$ cat src/design/quart_pins_pkg.sv
// constants and carrier types for the quad uart pin and modem-control block
package quart_pins_pkg;
  localparam int CHAN_NUM = 4;
  localparam int DATA_BITS = 8;
  localparam int ADDR_BITS = 5;
  localparam int REG_ADDR_BITS = 3;
  localparam int CHAN_FIELD_LSB = 3;
  localparam int CHAN_FIELD_BITS = 2;
  localparam logic [2:0] REG_IER = 3'h1;
  localparam logic [2:0] REG_EFR_ISR = 3'h2;
  localparam logic [2:0] REG_MCR = 3'h4;
  localparam logic [2:0] REG_MSR = 3'h6;
  localparam int MCR_DTR_BIT = 0;
  localparam int MCR_IRQ_EN_BIT = 3;
  localparam int MSR_DCTS_BIT = 0;
  localparam int MSR_DDSR_BIT = 1;
  localparam int MSR_CTS_BIT = 4;
  localparam int MSR_DSR_BIT = 5;
  localparam int EFR_AUTO_CTS_BIT = 7;
  localparam int IER_RX_AVAIL_BIT = 0;
  localparam int IER_TX_EMPTY_BIT = 1;
  localparam int IER_RX_ERR_BIT = 2;
  localparam int IER_MODEM_BIT = 3;
  localparam int ISR_RX_ERR_BIT = 0;
  localparam int ISR_RX_AVAIL_BIT = 1;
  localparam int ISR_TX_EMPTY_BIT = 2;
  localparam int ISR_MODEM_BIT = 3;
  localparam logic [7:0] MCR_RESET = 8'h00;
  localparam logic [7:0] IER_RESET = 8'h00;
  localparam logic [7:0] EFR_RESET = 8'h00;
  localparam logic [7:0] DATA_ZERO = 8'h00;

  typedef struct packed {
    logic rx_error;
    logic rx_ready;
    logic tx_empty;
  } core_status_t;

  typedef struct packed {
    logic wr;
    logic rd;
    logic [REG_ADDR_BITS-1:0] addr;
    logic [DATA_BITS-1:0] wdata;
  } reg_access_t;

  typedef enum logic [2:0] {
    ST_IDLE = 3'b001,
    ST_READ = 3'b010,
    ST_WRITE = 3'b100
  } bus_state_t;
endpackage

$ cat src/design/quart_pins.sv
// quad uart channel select, host data bus, modem pins and interrupt outputs
// Overview of operation
// [RQ1] In 16 mode a channel is addressed only while its own active-low select is low.
// [RQ2] In 68 mode the select pins change role: channel A's select is a common enable.
// [RQ3] A low clear-to-send from the modem means it will accept transmit data.
// [RQ4] Software sees the clear-to-send level in bit 4 of the modem status register.
// [RQ5] Clear-to-send steers transmission only when auto flow control bit 7 of the feature reg is on.
// [RQ6] The host data bus is 8 bits and tri-state with bit zero the least significant.
// [RQ7] Data-set-ready is status only and never changes transmit or receive behaviour.
// [RQ8] Writing 1 to modem control bit 0 drives data-terminal-ready low.
// [RQ9] Writing 0 to that bit, or reset, returns data-terminal-ready high.
// [RQ10] Data-terminal-ready is a software-driven pin with no effect on the uart.
// [RQ11] In 16 mode each of the four channels has its own active-high interrupt output.
// [RQ12] An interrupt output rises only with modem control bit 3, an enabled source and a pending event.
// [RQ13] Sources are receive errors, receive data, transmit empty and modem status change.
// [RQ14] Modem control bit 3 turns on the interrupt output drivers, otherwise they float.
// [RQ15] Every channel keeps its own register copies so one never affects another.
`timescale 1ns/1ps
`default_nettype none
module quart_pins #(
  parameter int CHAN_N = quart_pins_pkg::CHAN_NUM,
  parameter int DATA_W = quart_pins_pkg::DATA_BITS
) (
  // clock and reset
  input wire logic core_clk,
  input wire logic reset,
  // bus mode, high selects 68 mode
  input wire logic mode_68,
  // channel selects
  input wire logic chan_a_select_n,
  input wire logic chan_b_select_n,
  input wire logic chan_c_select_n,
  input wire logic chan_d_select_n,
  // host bus
  input wire logic [quart_pins_pkg::ADDR_BITS-1:0] host_addr,
  input wire logic host_rd_n,
  input wire logic host_wr_n,
  input wire logic [quart_pins_pkg::DATA_BITS-1:0] host_data_in,
  output logic [quart_pins_pkg::DATA_BITS-1:0] host_data_out,
  output logic host_data_oe,
  // modem pins
  input wire logic [quart_pins_pkg::CHAN_NUM-1:0] cts_n,
  input wire logic [quart_pins_pkg::CHAN_NUM-1:0] dsr_n,
  output logic [quart_pins_pkg::CHAN_NUM-1:0] dtr_n,
  // uart core
  input wire quart_pins_pkg::core_status_t [quart_pins_pkg::CHAN_NUM-1:0] core_status,
  output logic [quart_pins_pkg::CHAN_NUM-1:0] tx_permit,
  // interrupt pins
  output logic chan_a_irq_out,
  output logic chan_b_irq_out,
  output logic chan_c_irq_out,
  output logic chan_d_irq_out,
  output logic [quart_pins_pkg::CHAN_NUM-1:0] irq_oe
);
  import quart_pins_pkg::*;

  if (CHAN_N != CHAN_NUM || DATA_W != DATA_BITS) begin : g_bad_cfg
    $error("quart_pins supports exactly four channels and an 8-bit bus");
  end

  logic [CHAN_NUM-1:0] sel_n;
  logic [CHAN_NUM-1:0] chan_hit;
  logic [CHAN_FIELD_BITS-1:0] chan_idx;
  logic any_hit;
  bus_state_t state_q;
  bus_state_t state_d;
  reg_access_t acc_q;
  logic [CHAN_NUM-1:0] chan_q;
  logic [DATA_BITS-1:0] chan_rdata [CHAN_NUM];
  logic [DATA_BITS-1:0] data_out_q;
  logic data_oe_q;
  logic [CHAN_NUM-1:0] irq_q;

  assign sel_n = {chan_d_select_n, chan_c_select_n, chan_b_select_n, chan_a_select_n};

  // channel decode, per-pin in 16 mode, address field in 68 mode
  always_comb begin
    if (mode_68) begin
      if (sel_n[0]) begin
        chan_hit = '0;
      end else begin
        chan_hit = 4'h1 << host_addr[CHAN_FIELD_LSB +: CHAN_FIELD_BITS]; // see [RQ2]
      end
    end else begin
      chan_hit = ~sel_n; // see [RQ1]
    end
    any_hit = |chan_hit;
  end

  // lowest selected channel answers a read when several are low
  always_comb begin
    chan_idx = '0;
    for (int i = CHAN_NUM - 1; i >= 0; i--) begin
      if (chan_hit[i]) begin
        chan_idx = CHAN_FIELD_BITS'(i);
      end
    end
  end

  // host strobe tracking, one access per strobe
  always_comb begin
    state_d = state_q;
    case (state_q)
      ST_IDLE: begin
        if (any_hit && !host_rd_n) begin
          state_d = ST_READ;
        end else if (any_hit && !host_wr_n) begin
          state_d = ST_WRITE;
        end
      end
      ST_READ: begin
        if (host_rd_n || !any_hit) begin
          state_d = ST_IDLE;
        end
      end
      ST_WRITE: begin
        if (host_wr_n) begin
          state_d = ST_IDLE;
        end
      end
      default: state_d = ST_IDLE;
    endcase
  end

  always_ff @(posedge core_clk) begin
    if (reset) begin
      state_q <= ST_IDLE;
    end else begin
      state_q <= state_d;
    end
  end

  // one-cycle access pulses toward the addressed channel
  always_ff @(posedge core_clk) begin
    if (reset) begin
      acc_q <= '0;
      chan_q <= '0;
    end else begin
      acc_q.wr <= (state_q == ST_IDLE) && (state_d == ST_WRITE);
      acc_q.rd <= (state_q == ST_IDLE) && (state_d == ST_READ);
      acc_q.addr <= host_addr[REG_ADDR_BITS-1:0];
      acc_q.wdata <= host_data_in; // see [RQ6]
      chan_q <= chan_hit; // see [RQ1]
    end
  end

  // read data is captured at the strobe edge and held while it stays low
  always_ff @(posedge core_clk) begin
    if (reset) begin
      data_out_q <= DATA_ZERO;
      data_oe_q <= 1'b0;
    end else begin
      if ((state_q == ST_IDLE) && (state_d == ST_READ)) begin
        data_out_q <= chan_rdata[chan_idx]; // see [RQ6]
      end
      data_oe_q <= (state_d == ST_READ); // see [RQ6]
    end
  end

  // independent register set per channel
  for (genvar g = 0; g < CHAN_NUM; g++) begin : g_chan
    quart_chan_regs u_regs (
      .core_clk(core_clk),
      .reset(reset),
      .mode_68(mode_68),
      .sel(chan_q[g]), // see [RQ15]
      .acc(acc_q),
      .rd_addr(host_addr[REG_ADDR_BITS-1:0]),
      .rdata(chan_rdata[g]),
      .cts_n(cts_n[g]),
      .dsr_n(dsr_n[g]),
      .dtr_n_q(dtr_n[g]),
      .status(core_status[g]),
      .tx_permit_q(tx_permit[g]),
      .irq_q(irq_q[g]), // see [RQ11]
      .irq_oe_q(irq_oe[g])
    );
  end

  assign host_data_out = data_out_q;
  assign host_data_oe = data_oe_q;
  assign chan_a_irq_out = irq_q[0];
  assign chan_b_irq_out = irq_q[1];
  assign chan_c_irq_out = irq_q[2];
  assign chan_d_irq_out = irq_q[3];

  // per-channel pin checks
  for (genvar g = 0; g < CHAN_NUM; g++) begin : g_pin_chk

  end
endmodule
`default_nettype wire

$ cat src/design/quart_chan_regs.sv
// per-channel modem control, modem status, interrupt enable and feature state
`timescale 1ns/1ps
`default_nettype none
module quart_chan_regs (
  // clock and reset
  input wire logic core_clk,
  input wire logic reset,
  // bus mode
  input wire logic mode_68,
  // register access
  input wire logic sel,
  input wire quart_pins_pkg::reg_access_t acc,
  input wire logic [quart_pins_pkg::REG_ADDR_BITS-1:0] rd_addr,
  output logic [quart_pins_pkg::DATA_BITS-1:0] rdata,
  // modem pins
  input wire logic cts_n,
  input wire logic dsr_n,
  output logic dtr_n_q,
  // uart core
  input wire quart_pins_pkg::core_status_t status,
  output logic tx_permit_q,
  // interrupt pin
  output logic irq_q,
  output logic irq_oe_q
);
  import quart_pins_pkg::*;

  logic [7:0] mcr_q;
  logic [7:0] ier_q;
  logic [7:0] efr_q;
  logic cts_prev_q;
  logic dsr_prev_q;
  logic dcts_q;
  logic ddsr_q;
  logic [7:0] modem_status_reg;
  logic [7:0] isr;
  logic pend;
  logic wr_hit;
  logic msr_rd;

  assign wr_hit = sel && acc.wr;
  assign msr_rd = sel && acc.rd && (acc.addr == REG_MSR);

  // control registers, dtr follows its bit directly
  always_ff @(posedge core_clk) begin
    if (reset) begin
      mcr_q <= MCR_RESET;
      ier_q <= IER_RESET;
      efr_q <= EFR_RESET;
      dtr_n_q <= 1'b1; // see [RQ9]
    end else if (wr_hit) begin
      if (acc.addr == REG_MCR) begin
        mcr_q <= acc.wdata;
        dtr_n_q <= ~acc.wdata[MCR_DTR_BIT]; // see [RQ8] see [RQ9] see [RQ10]
      end
      if (acc.addr == REG_IER) begin
        ier_q <= acc.wdata;
      end
      if (acc.addr == REG_EFR_ISR) begin
        efr_q <= acc.wdata;
      end
    end
  end

  // modem status deltas, a new change wins over a clearing read
  always_ff @(posedge core_clk) begin
    if (reset) begin
      cts_prev_q <= 1'b1;
      dsr_prev_q <= 1'b1;
      dcts_q <= 1'b0;
      ddsr_q <= 1'b0;
    end else begin
      cts_prev_q <= cts_n;
      dsr_prev_q <= dsr_n;
      if (cts_n != cts_prev_q) begin
        dcts_q <= 1'b1;
      end else if (msr_rd) begin
        dcts_q <= 1'b0;
      end
      if (dsr_n != dsr_prev_q) begin
        ddsr_q <= 1'b1;
      end else if (msr_rd) begin
        ddsr_q <= 1'b0;
      end
    end
  end

  always_comb begin
    modem_status_reg = DATA_ZERO;
    modem_status_reg[MSR_CTS_BIT] = ~cts_n; // see [RQ4] see [RQ3]
    modem_status_reg[MSR_DSR_BIT] = ~dsr_n; // see [RQ7]
    modem_status_reg[MSR_DCTS_BIT] = dcts_q;
    modem_status_reg[MSR_DDSR_BIT] = ddsr_q;
  end

  // pending sources gated by their enables
  always_comb begin
    isr = DATA_ZERO;
    isr[ISR_RX_ERR_BIT] = status.rx_error && ier_q[IER_RX_ERR_BIT]; // see [RQ13]
    isr[ISR_RX_AVAIL_BIT] = status.rx_ready && ier_q[IER_RX_AVAIL_BIT];
    isr[ISR_TX_EMPTY_BIT] = status.tx_empty && ier_q[IER_TX_EMPTY_BIT];
    isr[ISR_MODEM_BIT] = (dcts_q || ddsr_q) && ier_q[IER_MODEM_BIT];
    pend = |isr;
  end

  always_comb begin
    case (rd_addr)
      REG_IER: rdata = ier_q;
      REG_EFR_ISR: rdata = isr;
      REG_MCR: rdata = mcr_q;
      REG_MSR: rdata = modem_status_reg;
      default: rdata = DATA_ZERO;
    endcase
  end

  // interrupt pin and its driver enable
  always_ff @(posedge core_clk) begin
    if (reset) begin
      irq_q <= 1'b0;
      irq_oe_q <= 1'b0;
    end else begin
      irq_q <= mcr_q[MCR_IRQ_EN_BIT] && pend && !mode_68; // see [RQ12]
      irq_oe_q <= mcr_q[MCR_IRQ_EN_BIT] && !mode_68; // see [RQ14] see [RQ2]
    end
  end

  // transmit permission, cts only counts with auto flow control on
  always_ff @(posedge core_clk) begin
    if (reset) begin
      tx_permit_q <= 1'b1;
    end else begin
      tx_permit_q <= !efr_q[EFR_AUTO_CTS_BIT] || !cts_n; // see [RQ5] see [RQ3]
    end
  end
endmodule
`default_nettype wire

$ cat config.mk
export PLATFORM = sky130hd
export DESIGN_NAME = quart_pins
export DESIGN_NICKNAME = d
export VERILOG_FILES = /design/src/design/quart_pins_pkg.sv /design/src/design/quart_pins.sv /design/src/design/quart_chan_regs.sv
export SDC_FILE = /design/constraint.sdc
export NUM_CORES = 1
export LEC_CHECK = 0
export BUFFER_PORTS_ARGS = -buffer_cell sky130_fd_sc_hd__buf_2
export CORE_ASPECT_RATIO = 0.6
export CORE_UTILIZATION = 40
export CTS_CLUSTER_DIAMETER = 100
export DETAILED_ROUTE_END_ITERATION = 7
export GPL_TIMING_DRIVEN = 0
export MAX_ROUTING_LAYER = met4
export PLACE_DENSITY = 0.67
export SLEW_MARGIN = 5
export SYNTH_ARGS = -nofsm -noshare
export SYNTH_HDL_FRONTEND = slang
export SYNTH_SLANG_ARGS = --single-unit
export TNS_END_PERCENT = 20
$ cat constraint.sdc
create_clock -name core_clk -period 3.1 [get_ports core_clk]
set_input_delay 0.465 -clock core_clk [delete_from_list [all_inputs] [get_ports core_clk]]
set_output_delay 0.465 -clock core_clk [all_outputs]
set_load 0.005 [all_outputs]
==> summary.md <==
The flow ran to the end, and the final reports show no timing, DRC or antenna violations. The clock passes through at most 2 buffers. The number of max-slew violations in the final report came out at 0.

For the final database, setup skew stands at 0.009257 ns. Routability-driven placement finished with a final weighted congestion of 0.9739. TritonCTS built the clock tree. The wire-length estimate of the detail-placed layout is 13960 um.

The worst-case reg-to-reg path depth came out at 5. The arrival time reported for the critical path endpoint was 2.19 ns; the maximum ir drop on the vdd rail was 362.6 uV. The height of the die was 94.74 um. The logs give 0.4145 for the starting density of the core and 28920 um for the wire length of the first global-routing pass. In this run the most critical hold path is launched from host_data_in[5].

The share of flip-flops with an asynchronous set or reset was 0; the number of instances in the synthesized netlist was 665. After detailed routing, the average wire length per cell comes to 20.08 um. Kind of start point of the critical path: a flip-flop. The number of placed instances, taps included was 921. The number of max-cap violations was 0; the minimum setup slack among reg-to-reg paths was 1.18 ns. Dominant synthesized flop cell: sky130_fd_sc_hd__dfxtp_1. After floorplanning, the core was sized to cover 0.01383 mm^2. The start point of the critical path was acc_q[10]. The initial antenna violation count is 0, and the number of non-filler instances in the completed layout is 954. The power per cell area is 609.4 mW/mm^2. The clock period could shrink to 1.920 ns.

The total number of vias is 5514. In the routed design, unresolved DRC markers number 0. The clock reaches the later pin of the worst-skew pair after 0.41 ns. The run gives 0.4943 as the headroom to the max-slew limit. After clock tree synthesis, the setup repair step added 0 buffers. The clock net sink count is 129, and the via count normalized by instance count is 5.780. The placed standard-cell area was 0.006294 mm^2; the fraction of the cycle the final worst path needs was 0.6192. The clock-pin slew reported for the worst setup and hold paths after clock tree synthesis works out to 0.06 ns. The logs give 750 for the count of routing violations after the opening detailed-route iteration and 0 for the number of buffers inserted for hold repair after clock tree synthesis. The first-pass detailed-route iteration total is 6.

Startpoint of the lowest-slack register-to-register path: acc_q[10]. Leaving out fill and tap cells, the most frequent cell in the layout is sky130_fd_sc_hd__dfxtp_1. The total negative slack for setup checks is 0 ns, and the clock buffer count from CTS is 17. After synthesis the cells add up to 0.005733 mm^2.

The tools report the maximum number of pins on one net before global-route repair as 17. Registers take 0.002582 mm^2. Smallest hold slack: 0.2611 ns. The critical path in this run is classified as flip-flop to flip-flop. The count of nets left with antenna violations once routing finished came out at 0.

The run gives 19160 um as the final routed wirelength across all metal layers. After routing the design area is 0.006925 mm^2. The logs give 5151 for the number of global-route vias before repair and 3.37 ns for the critical path data required time. The count of buffers added on input and output ports is 64.

In the layout the commonest cells are sky130_fd_sc_hd__dfxtp_1 (129), sky130_fd_sc_hd__nand2_1 (92), sky130_fd_sc_hd__a21oi_1 (84). For the pin with the worst max-slew slack, the measured transition is 0.7544 ns. The all-layer global routing usage is 0.2761, and the number of enable-type register cells in the synthesized netlist is 0. Number of endpoints with negative hold slack in the final report: 0. Class of the tightest hold or removal check: input port to flip-flop. The highest attainable clock frequency is 0.5209 GHz.

CTS placed an instance of sky130_fd_sc_hd__clkbuf_16 at the clock tree root. The floorplan step defined a die boundary enclosing 0.01483 mm^2. The fraction of final layout cells sized beyond drive strength 1 was 0.2168; the number of filler instances in the final layout was 1303.

Setup repair after global routing left no endpoint under its margin. When the netlist entered floorplanning its net count stood at 707. The final core utilization was 0.5007; the largest fanout of any net on the critical path was 9. The area added between synthesis and finish came out at 20.80%.

The tools report the I/O pin count as 67. The floorplan has 33 rows. Setup violations remaining at the end of the flow were counted as 0. Gates resized during post-CTS repair numbered 0. The tools report the sequential-to-total area share from yosys stat as 0.4505. In this run, distinct cell masters in the synthesized netlist total 67. The average instance area after synthesis works out to 8.621 um^2.

From left edge to right edge, the die measures 156.6 um. Warning count from the yosys run: 0. The tools report the worst setup path endpoint as g_chan[0].u_regs.mcr_q[3].

The synthesized design contains 129 register bits. The endpoint identified for the worst register-to-register timing path is g_chan[0].u_regs.mcr_q[3]. Deepest level of the CTS H-tree: 4. For this run, the post-layout net count is 790.

In the final layout, the multi-input gates occupy 0.002769 mm^2. The residual overflow from global routing is 0, and the static leakage is 0.002507 uW. STA classifies the critical path endpoint as a flip-flop.
[report_power, final]
part / internal, uW / total, uW / switching [uW] / leakage, uW
Sequential: 1700 / 1730 / 34.2 / 0.00105
Combinational: 121 / 353 / 232 / 0.00116
Clock: 1370 / 2140 / 771 / 0.000295
Total: 3180 / 4220 / 1040 / 0.00251
[cell type report]
| type | count | area share |
|---|---|---|
| tap | 192 | 0.03469 |
| timing repair buffer | 64 | 0.04625 |
| multi-input combinational | 465 | 0.3998 |
| buffer | 63 | 0.05077 |
| antenna | 1 | 0.0003613 |
| clock inverter | 13 | 0.02692 |
| clock buffer | 19 | 0.06396 |
| sequential | 129 | 0.3729 |
| inverter | 8 | 0.004336 |
[routing by layer]
metal,GRT usage,part of all wire,vias up
met1,0.3768,0.46,2628
li1,-,-,2514
met5,-,0,-
met2,0.3973,0.42,334
met4,0.07435,0.013,0
met3,0.07618,0.11,38
[logic make-up (layout without fill, tap and decap cells)]
group                     count (synthesis)  count (layout)  share of synthesized area
AOI/OAI and AO/OA                       175             175                     0.2054
xor gates and xnor gates                  9               9                    0.01375
buffers and inverters                    71             167                    0.06657
DFF                                     129             129                     0.4505
muxes                                    19              19                    0.03317
other                                     0               1                          0
and+or+nand+nor                         262             262                     0.2307
[how the worst min path moves through the flow]
| stage | endpoint | slack [ns] | depth (start not counted) |
|---|---|---|---|
| 2_1_floorplan | g_chan[0].u_regs.tx_permit_q | 0.38 | 1 |
| 6_report | acc_q[5] | 0.26 | 2 |
| 5_1_grt | acc_q[5] | 0.26 | 2 |
| 3_5_place_dp | g_chan[3].u_regs.tx_permit_q | 0.40 | 1 |
| 3_3_place_gp | g_chan[3].u_regs.tx_permit_q | 0.40 | 1 |
| 4_1_cts | acc_q[5] | 0.25 | 2 |
[worst max-delay path, stage by stage, from the launching register on]
cell                      delay [ns]
sky130_fd_sc_hd__dfxtp_1        0.40
sky130_fd_sc_hd__nand2_1        0.09
sky130_fd_sc_hd__nor3_2         0.58
sky130_fd_sc_hd__nand2_1        0.46
sky130_fd_sc_hd__nand2_1        0.18
sky130_fd_sc_hd__a21oi_1        0.08
[state kept, by name, summed over array words and instances, names as in the netlist]
name and cells:
acc_q 13, chan_q 4, g_chan.u_regs.cts_prev_q 4, g_chan.u_regs.dcts_q 4, g_chan.u_regs.ddsr_q 4, g_chan.u_regs.dsr_prev_q 4, g_chan.u_regs.dtr_n_q 4, g_chan.u_regs.efr_q 4
g_chan.u_regs.ier_q 32, g_chan.u_regs.irq_oe_q 4, g_chan.u_regs.irq_q 4, g_chan.u_regs.mcr_q 32, g_chan.u_regs.tx_permit_q 4, host_data_oe 1, host_data_out 8, state_q 3
[Yosys cell counts (all sizes together), types with 12 or more instances]
cell type / instances / area (um^2)
mux2i: 19 / 190.2
dfxtp: 129 / 2582
nand2: 93 / 351.6
o21ai: 21 / 105.1
nor2: 49 / 200.2
buf: 35 / 246.5
a22oi: 12 / 95.09
nor2b: 14 / 97.59
clkbuf: 28 / 105.1
a32oi: 14 / 141.4
a21oi: 84 / 420.4
nand3: 53 / 277.8
[metrics by stage]
stage / setup slack, ns / power [uW]
after floorplan: 1.478 / 1963
after CTS: 1.279 / 4210
final: 1.180 / 4220
after global routing: 1.099 / 4342
after global placement: 1.070 / 2096
after detailed placement: 1.032 / 2105
No activity file was read; power rests on OpenSTA's default activity.
